==> src/logic/irsu_pkg.sv <==
// Shared constants and types for the infrared serial UART
package irsu_pkg;

    // ************************************************************
    // Clock and line rate
    // ************************************************************
    localparam int unsigned CLK_HZ    = 20_000_000;
    localparam int unsigned BAUD_RATE = 115_200;
    // Cycles per bit, rounded to nearest (0.2 percent rate error)
    localparam int unsigned BAUD_DIV  = (CLK_HZ + BAUD_RATE / 2) / BAUD_RATE;
    localparam logic [7:0]  BIT_CYCLES  = 8'(BAUD_DIV - 1);
    localparam logic [7:0]  HALF_CYCLES = 8'(BAUD_DIV / 2 - 1);
    localparam logic [2:0]  LAST_BIT    = 3'h7;

    // ************************************************************
    // FIFO geometry
    // ************************************************************
    localparam int unsigned DATA_W   = 8;
    localparam int unsigned ADDR_W   = 8;
    localparam int unsigned COUNT_W  = 9;
    localparam logic [8:0]  FIFO_FULL  = 9'h100;
    localparam logic [8:0]  IRQ_THRESH = 9'h01F;

    // ************************************************************
    // Register map and field positions
    // ************************************************************
    localparam logic [31:0] DATA_ADDR = 32'hFF20_1020;
    localparam logic [31:0] CTRL_ADDR = 32'hFF20_1024;
    localparam int unsigned COUNT_LSB  = 16;
    localparam int unsigned RVALID_BIT = 15;
    localparam int unsigned RX_IRQ_ENABLE_BIT   = 0;
    localparam int unsigned WE_BIT              = 1;
    localparam int unsigned RX_IRQ_PENDING_BIT  = 8;
    localparam int unsigned TX_IRQ_PENDING_BIT  = 9;
    localparam logic        RX_IRQ_ENABLE_RESET = 1'b0;
    localparam logic        WE_RESET            = 1'b0;

    // ************************************************************
    // Serializer states
    // ************************************************************
    typedef enum logic [1:0] {
        SER_IDLE,
        SER_START,
        SER_DATA,
        SER_STOP
    } irsu_ser_type;

endpackage : irsu_pkg

==> src/logic/irsu_fifo_mem.sv <==
// Character store with registered read port and write-through bypass
`timescale 1ns/1ps
`default_nettype none

module irsu_fifo_mem (
    input  wire logic                        clk,
    input  wire logic                        we,
    input  wire logic [irsu_pkg::ADDR_W-1:0] waddr,
    input  wire logic [irsu_pkg::DATA_W-1:0] wdata,
    input  wire logic [irsu_pkg::ADDR_W-1:0] raddr,
    output var  logic [irsu_pkg::DATA_W-1:0] rdata
);

    logic [irsu_pkg::DATA_W-1:0] mem [0:(1 << irsu_pkg::ADDR_W) - 1];

    // Bypass keeps the head valid the cycle after a push into an empty FIFO
    always_ff @(posedge clk) begin
        if (we) begin
            mem[waddr] <= wdata;
        end
        if (we && (waddr == raddr)) begin
            rdata <= wdata;
        end else begin
            rdata <= mem[raddr];
        end
    end

endmodule : irsu_fifo_mem

`default_nettype wire

==> src/logic/irsu_uart.sv <==
// Infrared serial UART with APB registers and two 256-entry FIFOs
//
// Function
// - Characters are 8 data bits, no parity, one stop bit, at 115200 baud both ways.
// - Exactly two 32-bit registers exist: data at the lower word, control at the next.
// - Every received character with a high stop bit goes into a receive FIFO (up to 256 characters) while it holds fewer than 256.
// - The receive fill count reads in bits 23 to 16 of the data register.
// - A character arriving while the receive FIFO is full is thrown away.
// - Bit 15 of the data register is 1 whenever a received character is waiting.
// - A data read returns and pops the head character, with the fill count already less one.
// - A data read on an empty receive FIFO shows valid 0 and pops nothing.
// - A write to data bits 7 to 0 queues the character in a 256-entry transmit FIFO.
// - A data write never touches the receive FIFO, its count or its valid flag.
// - The transmit free space reads in bits 23 to 16 of the control register.
// - A character written while the transmit FIFO is full is dropped.
// - Each interrupt request rises only when enabled and its count (receive fill, transmit free space) exceeds 31.
// - Pending flags mirror the requests and fall when data movement ends the condition.
`timescale 1ns/1ps
`default_nettype none

module irsu_uart (
    input  wire logic        pclk,
    input  wire logic        presetn,
    input  wire logic        psel,
    input  wire logic        penable,
    input  wire logic        pwrite,
    input  wire logic [31:0] paddr,
    input  wire logic [31:0] pwdata,
    output var  logic [31:0] prdata,
    output var  logic        pready,
    output var  logic        pslverr,
    input  wire logic        ir_rxd,
    output var  logic        ir_txd,
    output var  logic        rx_irq_req,
    output var  logic        tx_irq_req
);

    // ************************************************************
    // Helpers
    // ************************************************************

    // Counts above 255 do not fit the 8-bit field
    function automatic logic [7:0] sat8(input logic [8:0] v);
        return v[8] ? 8'hFF : v[7:0];
    endfunction : sat8

    function automatic logic [8:0] next_count(input logic [8:0] c,
                                              input logic push,
                                              input logic pop);
        return 9'(c + {8'h00, push} - {8'h00, pop});
    endfunction : next_count

    // ************************************************************
    // Declarations
    // ************************************************************
    logic                 pready_q, pready_d;
    logic [31:0]          prdata_q, prdata_d;
    logic                 pslverr_q, pslverr_d;
    logic                 rd_pop_q, rd_pop_d;
    logic                 rx_irq_enable_q, rx_irq_enable_d, we_q, we_d;
    logic                 rx_irq_q, rx_irq_d, tx_irq_q, tx_irq_d;
    logic                 access, done, is_data, is_ctrl;
    logic [7:0]           rx_wr_q, rx_wr_d, rx_rd_q, rx_rd_d;
    logic [8:0]           rx_count_q, rx_count_d;
    logic [7:0]           tx_wr_q, tx_wr_d, tx_rd_q, tx_rd_d;
    logic [8:0]           tx_count_q, tx_count_d;
    logic                 rx_push, rx_pop, tx_push, tx_pop;
    logic [7:0]           rx_head, tx_head;
    irsu_pkg::irsu_ser_type tx_st_q, tx_st_d, rx_st_q, rx_st_d;
    logic [7:0]           tx_cnt_q, tx_cnt_d, rx_cnt_q, rx_cnt_d;
    logic [2:0]           tx_idx_q, tx_idx_d, rx_idx_q, rx_idx_d;
    logic [7:0]           tx_sh_q, tx_sh_d, rx_sh_q, rx_sh_d;
    logic                 tx_line_q, tx_line_d;
    logic                 rxd_s1_q, rxd_s2_q, rxd_prev_q;
    logic                 rx_good;

    // ************************************************************
    // APB slave
    // ************************************************************
    assign access  = psel && penable;
    assign done    = access && pready_q;
    assign is_data = (paddr == irsu_pkg::DATA_ADDR);
    assign is_ctrl = (paddr == irsu_pkg::CTRL_ADDR);
    assign pready  = pready_q;
    assign prdata  = prdata_q;
    assign pslverr = pslverr_q;

    // Read data is captured in the first access cycle, answer in the second
    always_comb begin
        pready_d  = access && !pready_q;
        prdata_d  = prdata_q;
        pslverr_d = pslverr_q;
        rd_pop_d  = rd_pop_q;
        rx_irq_enable_d = rx_irq_enable_q;
        we_d      = we_q;
        if (access && !pready_q) begin
            pslverr_d = !(is_data || is_ctrl);
            rd_pop_d  = !pwrite && is_data && (rx_count_q != 9'h000);
            prdata_d  = 32'h0000_0000;
            if (!pwrite && is_data && (rx_count_q != 9'h000)) begin
                prdata_d[irsu_pkg::COUNT_LSB +: 8] =
                    sat8(9'(rx_count_q - 9'h001));
                prdata_d[irsu_pkg::RVALID_BIT]     = 1'b1;
                prdata_d[7:0]                      = rx_head;
            end else if (!pwrite && is_ctrl) begin
                prdata_d[irsu_pkg::COUNT_LSB +: 8] =
                    sat8(9'(irsu_pkg::FIFO_FULL - tx_count_q));
                prdata_d[irsu_pkg::TX_IRQ_PENDING_BIT] = tx_irq_q;
                prdata_d[irsu_pkg::RX_IRQ_PENDING_BIT] = rx_irq_q;
                prdata_d[irsu_pkg::WE_BIT]             = we_q;
                prdata_d[irsu_pkg::RX_IRQ_ENABLE_BIT]  = rx_irq_enable_q;
            end
        end
        if (done && pwrite && is_ctrl) begin
            rx_irq_enable_d = pwdata[irsu_pkg::RX_IRQ_ENABLE_BIT];
            we_d = pwdata[irsu_pkg::WE_BIT];
        end
        if (done) begin
            rd_pop_d = 1'b0;
        end
    end

    always_ff @(posedge pclk or negedge presetn) begin
        if (!presetn) begin
            pready_q  <= 1'b0;
            prdata_q  <= 32'h0000_0000;
            pslverr_q <= 1'b0;
            rd_pop_q  <= 1'b0;
            rx_irq_enable_q <= irsu_pkg::RX_IRQ_ENABLE_RESET;
            we_q      <= irsu_pkg::WE_RESET;
        end else begin
            pready_q  <= pready_d;
            prdata_q  <= prdata_d;
            pslverr_q <= pslverr_d;
            rd_pop_q  <= rd_pop_d;
            rx_irq_enable_q <= rx_irq_enable_d;
            we_q      <= we_d;
        end
    end

    a_bus_decode: assert property (@(posedge pclk) disable iff (!presetn)
        done && !is_data && !is_ctrl |-> pslverr)
        else $error("unmapped access not flagged");

    // ************************************************************
    // FIFO pointers and counts
    // ************************************************************
    assign rx_push = rx_good && (rx_count_q != irsu_pkg::FIFO_FULL);
    assign rx_pop  = done && rd_pop_q;
    assign tx_push = done && pwrite && is_data &&
                     (tx_count_q != irsu_pkg::FIFO_FULL);

    // A data write drives only the transmit side
    always_comb begin
        rx_wr_d    = rx_push ? 8'(rx_wr_q + 8'h01) : rx_wr_q;
        rx_rd_d    = rx_pop ? 8'(rx_rd_q + 8'h01) : rx_rd_q;
        rx_count_d = next_count(rx_count_q, rx_push, rx_pop);
        tx_wr_d    = tx_push ? 8'(tx_wr_q + 8'h01) : tx_wr_q;
        tx_rd_d    = tx_pop ? 8'(tx_rd_q + 8'h01) : tx_rd_q;
        tx_count_d = next_count(tx_count_q, tx_push, tx_pop);
    end

    always_ff @(posedge pclk or negedge presetn) begin
        if (!presetn) begin
            rx_wr_q    <= 8'h00;
            rx_rd_q    <= 8'h00;
            rx_count_q <= 9'h000;
            tx_wr_q    <= 8'h00;
            tx_rd_q    <= 8'h00;
            tx_count_q <= 9'h000;
        end else begin
            rx_wr_q    <= rx_wr_d;
            rx_rd_q    <= rx_rd_d;
            rx_count_q <= rx_count_d;
            tx_wr_q    <= tx_wr_d;
            tx_rd_q    <= tx_rd_d;
            tx_count_q <= tx_count_d;
        end
    end

    // Read address is the next head, so the memory output is always the head
    irsu_fifo_mem u_rx_mem (
        .clk   (pclk),
        .we    (rx_push),
        .waddr (rx_wr_q),
        .wdata (rx_sh_q),
        .raddr (rx_rd_d),
        .rdata (rx_head)
    );

    irsu_fifo_mem u_tx_mem (
        .clk   (pclk),
        .we    (tx_push),
        .waddr (tx_wr_q),
        .wdata (pwdata[7:0]),
        .raddr (tx_rd_d),
        .rdata (tx_head)
    );

    a_rx_push_cnt: assert property (@(posedge pclk) disable iff (!presetn)
        rx_good && (rx_count_q < irsu_pkg::FIFO_FULL) && !rx_pop
        |=> rx_count_q == $past(rx_count_q) + 9'h001)
        else $error("received character not stored");

    a_rx_full_drop: assert property (@(posedge pclk) disable iff (!presetn)
        rx_good && (rx_count_q == irsu_pkg::FIFO_FULL) && !rx_pop
        |=> $stable(rx_count_q) && $stable(rx_wr_q))
        else $error("full receive FIFO accepted a character");

    a_rd_pop_cnt: assert property (@(posedge pclk) disable iff (!presetn)
        done && !pwrite && is_data && prdata[irsu_pkg::RVALID_BIT] && !rx_push
        |=> rx_count_q == $past(rx_count_q) - 9'h001)
        else $error("data read did not pop");

    a_empty_rd: assert property (@(posedge pclk) disable iff (!presetn)
        done && !pwrite && is_data && !prdata[irsu_pkg::RVALID_BIT]
        |=> rx_count_q == $past(rx_count_q) + {8'h00, $past(rx_push)})
        else $error("empty read changed receive count");

    a_wr_keeps_rx: assert property (@(posedge pclk) disable iff (!presetn)
        done && pwrite && !rx_push |=> $stable(rx_count_q) && $stable(rx_rd_q))
        else $error("write disturbed receive FIFO");

    a_tx_push_cnt: assert property (@(posedge pclk) disable iff (!presetn)
        done && pwrite && is_data && (tx_count_q < irsu_pkg::FIFO_FULL) && !tx_pop
        |=> tx_count_q == $past(tx_count_q) + 9'h001)
        else $error("written character not queued");

    a_tx_full_drop: assert property (@(posedge pclk) disable iff (!presetn)
        done && pwrite && is_data && (tx_count_q == irsu_pkg::FIFO_FULL)
        |=> $stable(tx_wr_q))
        else $error("full transmit FIFO accepted a write");

    // ************************************************************
    // Interrupt requests
    // ************************************************************
    // Registered from next counts, so flags track the counts in step
    always_comb begin
        rx_irq_d = rx_irq_enable_d &&
                   (rx_count_d > irsu_pkg::IRQ_THRESH);
        tx_irq_d = we_d && (9'(irsu_pkg::FIFO_FULL - tx_count_d) > irsu_pkg::IRQ_THRESH);
    end

    always_ff @(posedge pclk or negedge presetn) begin
        if (!presetn) begin
            rx_irq_q <= 1'b0;
            tx_irq_q <= 1'b0;
        end else begin
            rx_irq_q <= rx_irq_d;
            tx_irq_q <= tx_irq_d;
        end
    end

    assign rx_irq_req = rx_irq_q;
    assign tx_irq_req = tx_irq_q;

    a_rx_irq_gate: assert property (@(posedge pclk) disable iff (!presetn)
        rx_irq_req |-> rx_irq_enable_q && (rx_count_q > irsu_pkg::IRQ_THRESH))
        else $error("receive request without cause");

    a_tx_irq_clr: assert property (@(posedge pclk) disable iff (!presetn)
        we_q && (tx_count_q >= 9'h0E1) |-> !tx_irq_req)
        else $error("transmit pending stuck");

    // ************************************************************
    // Transmitter
    // ************************************************************
    assign tx_pop = (tx_st_q == irsu_pkg::SER_IDLE) && (tx_count_q != 9'h000);
    assign ir_txd = tx_line_q;

    // tx_cnt_q is the baud divider for every bit; tx_idx_q counts the data bits
    always_comb begin
        tx_st_d   = tx_st_q;
        tx_cnt_d  = 8'(tx_cnt_q - 8'h01);
        tx_idx_d  = tx_idx_q;
        tx_sh_d   = tx_sh_q;
        tx_line_d = tx_line_q;
        case (tx_st_q)
            irsu_pkg::SER_IDLE: begin
                tx_cnt_d  = irsu_pkg::BIT_CYCLES;
                tx_line_d = 1'b1;
                if (tx_pop) begin
                    tx_sh_d   = tx_head;
                    tx_line_d = 1'b0;
                    tx_st_d   = irsu_pkg::SER_START;
                end
            end
            irsu_pkg::SER_START: begin
                if (tx_cnt_q == 8'h00) begin
                    tx_cnt_d  = irsu_pkg::BIT_CYCLES;
                    tx_line_d = tx_sh_q[0];
                    tx_idx_d  = 3'h0;
                    tx_st_d   = irsu_pkg::SER_DATA;
                end
            end
            irsu_pkg::SER_DATA: begin
                if (tx_cnt_q == 8'h00) begin
                    tx_cnt_d  = irsu_pkg::BIT_CYCLES;
                    tx_sh_d   = {1'b0, tx_sh_q[7:1]};
                    tx_line_d = tx_sh_q[1];
                    tx_idx_d  = 3'(tx_idx_q + 3'h1);
                    if (tx_idx_q == irsu_pkg::LAST_BIT) begin
                        tx_line_d = 1'b1;
                        tx_st_d   = irsu_pkg::SER_STOP;
                    end
                end
            end
            irsu_pkg::SER_STOP: begin
                if (tx_cnt_q == 8'h00) begin
                    tx_st_d = irsu_pkg::SER_IDLE;
                end
            end
            default: begin
                tx_st_d   = irsu_pkg::SER_IDLE;
                tx_line_d = 1'b1;
            end
        endcase
    end

    always_ff @(posedge pclk or negedge presetn) begin
        if (!presetn) begin
            tx_st_q   <= irsu_pkg::SER_IDLE;
            tx_cnt_q  <= 8'h00;
            tx_idx_q  <= 3'h0;
            tx_sh_q   <= 8'h00;
            tx_line_q <= 1'b1;
        end else begin
            tx_st_q   <= tx_st_d;
            tx_cnt_q  <= tx_cnt_d;
            tx_idx_q  <= tx_idx_d;
            tx_sh_q   <= tx_sh_d;
            tx_line_q <= tx_line_d;
        end
    end

    a_tx_idle_high: assert property (@(posedge pclk) disable iff (!presetn)
        (tx_st_q == irsu_pkg::SER_IDLE) && $past(tx_st_q == irsu_pkg::SER_IDLE) |-> ir_txd)
        else $error("idle line not high");

    a_tx_start_len: assert property (@(posedge pclk) disable iff (!presetn)
        $fell(ir_txd) && (tx_st_q == irsu_pkg::SER_START) |-> (!ir_txd) [*8])
        else $error("start bit too short");

    // ************************************************************
    // Receiver
    // ************************************************************
    // Two-stage synchroniser; only the second stage and its delayed copy rxd_prev_q feed logic
    always_ff @(posedge pclk or negedge presetn) begin
        if (!presetn) begin
            rxd_s1_q   <= 1'b1;
            rxd_s2_q   <= 1'b1;
            rxd_prev_q <= 1'b1;
        end else begin
            rxd_s1_q   <= ir_rxd;
            rxd_s2_q   <= rxd_s1_q;
            rxd_prev_q <= rxd_s2_q;
        end
    end

    assign rx_good = (rx_st_q == irsu_pkg::SER_STOP) && (rx_cnt_q == 8'h00) && rxd_s2_q;

    // A glitch shorter than half a bit is rejected at the start check
    always_comb begin
        rx_st_d  = rx_st_q;
        rx_cnt_d = 8'(rx_cnt_q - 8'h01);
        rx_idx_d = rx_idx_q;
        rx_sh_d  = rx_sh_q;
        case (rx_st_q)
            irsu_pkg::SER_IDLE: begin
                rx_cnt_d = irsu_pkg::HALF_CYCLES;
                if (rxd_prev_q && !rxd_s2_q) begin
                    rx_st_d = irsu_pkg::SER_START;
                end
            end
            irsu_pkg::SER_START: begin
                if (rx_cnt_q == 8'h00) begin
                    rx_cnt_d = irsu_pkg::BIT_CYCLES;
                    rx_idx_d = 3'h0;
                    rx_st_d  = rxd_s2_q ? irsu_pkg::SER_IDLE : irsu_pkg::SER_DATA;
                end
            end
            irsu_pkg::SER_DATA: begin
                if (rx_cnt_q == 8'h00) begin
                    rx_cnt_d = irsu_pkg::BIT_CYCLES;
                    rx_sh_d  = {rxd_s2_q, rx_sh_q[7:1]};
                    rx_idx_d = 3'(rx_idx_q + 3'h1);
                    if (rx_idx_q == irsu_pkg::LAST_BIT) begin
                        rx_st_d = irsu_pkg::SER_STOP;
                    end
                end
            end
            irsu_pkg::SER_STOP: begin
                if (rx_cnt_q == 8'h00) begin
                    rx_st_d = irsu_pkg::SER_IDLE;
                end
            end
            default: begin
                rx_st_d = irsu_pkg::SER_IDLE;
            end
        endcase
    end

    always_ff @(posedge pclk or negedge presetn) begin
        if (!presetn) begin
            rx_st_q  <= irsu_pkg::SER_IDLE;
            rx_cnt_q <= 8'h00;
            rx_idx_q <= 3'h0;
            rx_sh_q  <= 8'h00;
        end else begin
            rx_st_q  <= rx_st_d;
            rx_cnt_q <= rx_cnt_d;
            rx_idx_q <= rx_idx_d;
            rx_sh_q  <= rx_sh_d;
        end
    end

    a_rx_bad_stop: assert property (@(posedge pclk) disable iff (!presetn)
        (rx_st_q == irsu_pkg::SER_STOP) && (rx_cnt_q == 8'h00) && !rxd_s2_q
        |=> $stable(rx_count_q) || $past(rx_pop))
        else $error("framing error stored");

endmodule : irsu_uart

`default_nettype wire

==> config.mk <==
export PLATFORM = sky130hd
export DESIGN_NAME = irsu_uart
export DESIGN_NICKNAME = d
export VERILOG_FILES = /design/src/logic/irsu_pkg.sv /design/src/logic/irsu_fifo_mem.sv /design/src/logic/irsu_uart.sv
export SDC_FILE = /design/constraint.sdc
export NUM_CORES = 2
export LEC_CHECK = 0
export ABC_CLOCK_PERIOD_IN_PS = 3900
export CORE_ASPECT_RATIO = 0.8
export CORE_MARGIN = 10
export CORE_UTILIZATION = 38
export DETAILED_ROUTE_END_ITERATION = 7
export DONT_BUFFER_PORTS = 1
export GPL_TIMING_DRIVEN = 1
export PLACE_DENSITY = 0.52
export SYNTH_ARGS = -nofsm -noshare
export SYNTH_HDL_FRONTEND = slang
export SYNTH_SLANG_ARGS = --single-unit
==> constraint.sdc <==
create_clock -name pclk -period 3.9 [get_ports pclk]
set_input_delay 0.78 -clock pclk [delete_from_list [all_inputs] [get_ports pclk]]
set_output_delay 0.78 -clock pclk [all_outputs]
set_load 0.03 [all_outputs]
## Yosys cells after proc, flatten, opt, wreduce, memory -nomap -nowiden

Memories as Yosys holds them, arrays and structs flattened. A register that Yosys moved wholly into a read port is not among the register bits.
Cells that the tools add are included.
Widths: inputs -> output; s select.

- Memory bits (read-only): 0
- Output and inout port bits: 37
- Memory bits (writable): 4096
- Bits in latches: 0
- Bits in registers: 122
- Memories kept: 2
- Input bits: 70

- Add/subtract/negate cells: 15
- Reductions and logical operators: 43
- Muxes and demuxes: 51
- Div/mod/pow operators: 0
- Order comparisons: 2
- Shift-type cells: 0
- Bitwise logic cells: 0
- Equality and inequality tests: 22
- Multipliers: 0

Memory list:

| name | words | width | rd ports | clocked after Yosys merged registers in | wr ports | RTL line | text |
|---|---|---|---|---|---|---|---|
| u_rx_mem.mem | 256 | 8 | 1 | 1 | 1 | irsu_fifo_mem.sv:14 | `logic [irsu_pkg::DATA_W-1:0] mem [0:(1 << irsu_pkg::ADDR_W) - 1];` |
| u_tx_mem.mem | 256 | 8 | 1 | 1 | 1 | irsu_fifo_mem.sv:14 |  |

Operator list:

| cell | number |
|---|---|
| $mux 8 | 10 |
| $eq 32x32->1 const B | 2 |
| $pmux 8 s2 | 3 |
| $add 8x1->8 const B | 4 |
| $mux 2 | 15 |
| $add 9x1->9 | 2 |
| $gt 9x5->1 const B | 2 |
| $logic_and 1x1->1 | 18 |
| $ne 2x2->1 const B | 9 |
| $ne 9x9->1 const B | 2 |
| $reduce_bool 9->1 | 2 |
| $sub 9x1->9 | 2 |
| $sub 9x9->9 const A | 2 |
| $logic_not 8->1 | 2 |
| $pmux 2 s4 | 2 |
| $sub 8x1->8 const B | 2 |
| $mux 1 | 13 |
| $mux 3 | 4 |
| $pmux 3 s2 | 2 |
| $reduce_and 3->1 | 4 |
| $reduce_and 5->1 | 2 |
| $sub 9x1->9 const B | 1 |
| $eq 2x2->1 const B | 4 |
| $reduce_bool 2->1 | 4 |
| 12 further kinds | 20 |

## Longest topological paths before layout

- Depth in word-level cells: 10
- Mapped depth: 19
- Depth with buffers taken out: 19

## By module

Synthesis repeated with hierarchy kept, for this count alone.

- Cell total of the unflattened synthesis: 8113
- Area, all modules: 165839.1 sq um

Modules (own cells, without submodules):

| module | cells an instance | instances | seq. area each (sq um) | area each (sq um) |
|---|---|---|---|---|
| irsu_fifo_mem | 3733 | 2 | 61659.1 | 79556.3 |
| irsu_uart | 647 | 1 | 3057.9 | 6726.5 |

## Worst setup path before layout

Ideal clock, no wire load.

- Kind: input to register
- Start: input port paddr[18]
- End: register tx_irq_q, in the netlist tx_irq_req
- Arrival time: 4.212 ns
- Cell stages on the path: 17
- Slack: -0.433 ns
- Path buffers: 0
- Cell sequence: nor4b_1 -> nand4_1 -> or2_2 -> nor4_4 -> inv_1 -> ha_1 -> inv_1 -> ha_1 -> inv_1 -> fa_1 -> o21ba_2 -> o21ai_0 -> xnor2_1 -> nor3b_1 -> and3_1 -> o211ai_1 -> o211a_1

- Longest elaborated chain between the ends: 8

RTL lines:

| element | RTL line | text |
|---|---|---|
| from (decl) | irsu_uart.sv:27 | `input wire logic [31:0] paddr,` |
| $eq 32x32->1 | irsu_uart.sv:82 | `assign is_data = (paddr == irsu_pkg::DATA_ADDR);` |
| $logic_and 1x1->1 (2 in a row) | irsu_uart.sv:150 | `assign tx_push = done && pwrite && is_data &&` |
| $add 9x1->9 | irsu_uart.sv:50 | `return 9'(c + {8'h00, push} - {8'h00, pop});` |
| $sub 9x1->9 | irsu_uart.sv:50 |  |
| named net tx_count_d[4] | irsu_uart.sv:66 | `logic [8:0] tx_count_q, tx_count_d;` |
| $sub 9x9->9 | irsu_uart.sv:241 | `tx_irq_d = we_d && (9'(irsu_pkg::FIFO_FULL - tx_count_d) > irsu_pkg::IRQ_THRESH);` |
| $gt 9x5->1 | irsu_uart.sv:241 |  |
| $logic_and 1x1->1 | irsu_uart.sv:241 |  |
| named net tx_irq_d | irsu_uart.sv:61 | `logic rx_irq_q, rx_irq_d, tx_irq_q, tx_irq_d;` |
| to (signal assigned) | irsu_uart.sv:250 | `tx_irq_q <= tx_irq_d;` |
| to (decl) | irsu_uart.sv:61 |  |

The timed path passes the listed nets, and every way through them passes these cells.
A chain may end at the register's enable or synchronous reset.

## Worst setup path in the final report

- Start: register rx_cnt_q[4]
- End: memory u_rx_mem.mem[64][5] in the netlist's numbering (enable)

- Longest elaborated chain between the ends: 6

RTL lines:

| element | RTL line | text |
|---|---|---|
| from (decl) | irsu_uart.sv:70 | `logic [7:0] tx_cnt_q, tx_cnt_d, rx_cnt_q, rx_cnt_d;` |
| from (signal assigned) | irsu_uart.sv:411 | `rx_cnt_q <= rx_cnt_d;` |
| $logic_not 8->1 | irsu_uart.sv:360 | `assign rx_good = (rx_st_q == irsu_pkg::SER_STOP) && (rx_cnt_q == 8'h00) && rxd_s2_q;` |
| $logic_and 1x1->1 (2 in a row) | irsu_uart.sv:360 |  |
| $logic_and 1x1->1 | irsu_uart.sv:148 | `assign rx_push = rx_good && (rx_count_q != irsu_pkg::FIFO_FULL);` |
| $mux 1 | irsu_fifo_mem.sv:18 | `if (we) begin` |
| $mux 1 (not written as such) | irsu_fifo_mem.sv:19 | `mem[waddr] <= wdata;` |
| to (decl) | irsu_fifo_mem.sv:14 |  |

Every way passes these cells.

==> flow_summary_export.csv <==
group,metric,value,unit
layout,fillers,37300,
floorplanning,rows,217,
global_route,grtUsageTotal,19.8,%
layout,nets,9295,
critical_path,startpoint_type,"flop",
drt,postRouteWirelength,473000,um
clock_network,clock_sinks,4234,
run,drv_cap,0,
sta,fin_skew,0.0549,ns
sta,hold_slack,0.157,ns
pwr,p_total,93.1,mW
logic_synthesis,syn_inst,8172,
clock_network,cts_tree,"done",
logic_synthesis,synth_compound_area_share,2.81,%
global_route,gr-total-overflow,0,
placement,dpl_cell_area,0.180,mm2
floorplanning,ios,107,
pwr,ir_drop,0.440,mV
logic_synthesis,synth_simple_gate_area_share,3.31,%
clock_network,clk_latency,0.99,ns
placement,port_buffers,0,
layout,final_core_util,44.5,%
sta,clock.fmax,257,MHz
pwr,power.density,479,mW/mm2
drt,drt_iter0_markers,11200,
logic_synthesis,yosysWarnings,0,
critical_path,cpPeakStageDelay,0.75,ns
critical_path,cp_data_required_time,4.55,ns
logic_synthesis,synth_xor_area_share,0.362,%
logic_synthesis,synthTopCellsByArea,"edfxtp_1, mux4_2, mux2i_1",
layout,final_cell_mix,"edfxtp_1, mux4_2, buf_4",
critical_path,worstPathMaxFanout,7,
sta,setup_viol_count_final,0,
critical_path,cp.arrival,4.54,ns
clock_network,clk_transition_reported_paths,0.07,ns
logic_synthesis,synthDistinctLibCells,93,
drt,ant_nets,0,
critical_path,crit_slowest_cell,"nand2_1",
global_route,grt_max_degree,258,
logic_synthesis,synth_top_area_share,73.7,%
critical_path,path_common_cell,"buf_4",
placement,gp_congestion,0.850,
sta,finalCritPeriodShare,99.8,%
logic_synthesis,synth.area.mux_share,15.4,%
placement,dp_hpwl,297000,um
drt,drc,0,
logic_synthesis,syn_area,0.167,mm2
sta,worstMarginPinSlew,1.57,ns
logic_synthesis,synthArstFlopShare,2.88,%
drt,drt-pass1-iter-count,5,
floorplanning,initial_core_util,38.2,%
floorplanning,die-area,0.466,mm2
global_route,grt_pass1_wl,670000,um
drt,wl_per_cell,30.9,um
sta,fin_crit,3.89,ns
pwr,p_comb_share,1.9,%
pwr,p_int,74.2,mW
logic_synthesis,synth_edf_count,4096,
clock_network,cts_buffer_depth,4,
layout,final_common_cell,"edfxtp_1",
global_route,antenna_found_initial,32,
logic_synthesis,yosysTopAreaCell,"edfxtp_1",
clock_network,numCtsBuffers,431,
outcome,violations,"slew limit",
clock_network,htree_levels,5,
floorplanning,core,0.437,mm2
outcome,outcome,"complete, but fails checks",
logic_synthesis,synth-seq-area-share,75.7,%
pwr,pwr-share-clk,44.3,%
layout,fin_area,0.194,mm2
layout,layout-drive-gt1-share,28.6,%
floorplanning,fp.dieH,613,um
sta,slew_headroom,-4.46,%
critical_path,path_cells,"nor4_4 > nor4b_4 > and4_4 > inv_2 > buf_4 > nor3_2 > nand2_1 > buf_4 > nor2_1 > buf_4",
logic_synthesis,synthAdderAreaFrac,0.516,%
pwr,swShare,20.3,%
drt,vias_per_cell,5.67,
critical_path,endpoint_kind,"flop",
critical_path,crit_type,"reg -> reg",
layout,area_growth,16.5,%
clock_network,root_buffer,"clkbuf_16",
logic_synthesis,synth_ff_type,"edfxtp_1",
floorplanning,die_w,761,um
pwr,p_leak,62.3,nW
global_route,grt_pass1_vias,86700,
pwr,seqPwrFrac,53.9,%
sta,report.final.slew_viol_count,52,
hold_path,hold_path_class,"in -> reg",
sta,hold_viol_final,0,
logic_synthesis,synth_top_family_by_area,"multiplexers",
logic_synthesis,ys_ff_latch,4234,
drt,vias,86900,
logic_synthesis,avgSynthCellArea,20.4,um2
pwr,power_switching,18.9,mW
## cell usage after synthesis, types with 16 or more instances
library cell	n
a2111oi_0	16
a211oi_1	38
a21oi_1	109
a221oi_1	17
a22o_1	17
a22oi_1	48
a31oi_1	40
and2_1	40
and3_1	17
buf_1	33
buf_2	107
buf_4	71
buf_6	68
buf_8	16
clkbuf_1	183
dfrtp_1	118
dfxtp_1	16
edfxtp_1	4096
ha_1	64
inv_1	64
mux2_2	31
mux2i_1	319
mux4_2	973
nand2_1	274
nand2b_1	26
nand3_1	69
nand4_1	20
nor2_1	647
nor2b_1	36
nor3_1	48
nor4_1	19
o2111ai_1	17
o21ai_0	72
o221ai_1	55
o22ai_1	95
xnor2_1	49
xor2_1	20
## layer usage
layer	global-route usage (%)	vias up	share of wire, %
met3	4.86	596	9.8
met1	30.6	46900	45
met2	28.2	3770	43
met4	4.09	4	2.0
li1	-	35700	-
met5	0	-	0.0055
## cells by family after synthesis
| kind of cell | count (synthesis) |
|---|---|
| flops | 4234 |
| mux | 1330 |
| simple gates | 1254 |
| compound gates | 668 |
| buf+inv | 548 |
| xor+xnor | 69 |
| fa+ha+maj | 68 |
| other cells | 1 |
## power by group through the flow
| stage | Combinational (mW) | Sequential [mW] | Clock [mW] |
|---|---|---|---|
| final | 1.75 | 50.2 | 41.2 |
| after global routing | 1.92 | 50.1 | 43.8 |
| after CTS | 1.61 | 50.1 | 42.0 |
| after detailed placement | 1.38 | 51.1 | 0 |
| after global placement | 1.33 | 51.1 | 0 |
| after floorplan | 0.860 | 51.2 | 0 |
## flip-flops by register name, indices dropped and copies added (netlist names), 8 cells and up, named ones only
name / cells
tx_rd_q: 8
prdata: 19
tx_cnt_q: 8
u_rx_mem.mem: 2048
rx_cnt_q: 8
tx_wr_q: 8
tx_count_q: 9
rx_rd_q: 8
tx_sh_q: 8
rx_wr_q: 8
u_tx_mem.mem: 2048
rx_count_q: 9
rx_sh_q: 8
## layout make-up
cell class                 instances  area, um2  area share [%]
sequential                      4234     126000            65.0
multi-input combinational       3402      37600            19.3
clock buffer                     534      11400            5.86
timing repair buffer            1021       8850            4.55
tap                             5803       7260            3.73
clock inverter                   260       2570            1.32
inverter                          69        264           0.136
antenna                            6       15.0         0.00772
## critical path, delay by kind of cell (launching register included)
kind | cells | cell delay [ns]
simple gates | 6 | 2.13
flops | 1 | 0.43
buf+inv | 4 | 0.97
## stage by stage
step	worst slack [ns]	TNS, ns	instances
2_1_floorplan	-0.0959	-21.17	8184
3_3_place_gp	-0.568	-0.805	14500
3_5_place_dp	-0.472	-0.587	14500
4_1_cts	0.000108	0	15300
5_1_grt	-0.0330	-0.0594	15300
6_report	0.00817	0	15300
## path summary, 6_finish.rpt
check | slack (ns) | cells past startpoint | from | endpoint
worst max-delay path | 0.008 | 10 | rx_cnt_q[4]$_DFF_PN0_ | u_rx_mem.mem[64][5]$_DFFE_PP_
worst max register to register | 0.008 | 10 | rx_cnt_q[4]$_DFF_PN0_ | u_rx_mem.mem[64][5]$_DFFE_PP_
min in group asynchronous | 0.43 | 2 | presetn | pslverr$_DFFE_PN0P_
worst min-delay path | 0.16 | 0 | pwdata[1] | u_tx_mem.mem[22][1]$_DFFE_PP_
worst min register to register | 0.40 | 0 | rxd_s2_q$_DFF_PN1_ | rxd_prev_q$_DFF_PN1_
max in group asynchronous | 2.76 | 2 | presetn | tx_sh_q[5]$_DFFE_PN0P_
## repair_timing
action	4_1_cts	5_1_grt
buffers inserted	1	9
setup endpoints to repair	2	19
pin swaps	4	21
resized for setup	6	33
hold buffers	27	0
endpoints found under the hold margin	775	0
No activity file was read; power rests on OpenSTA's default activity.
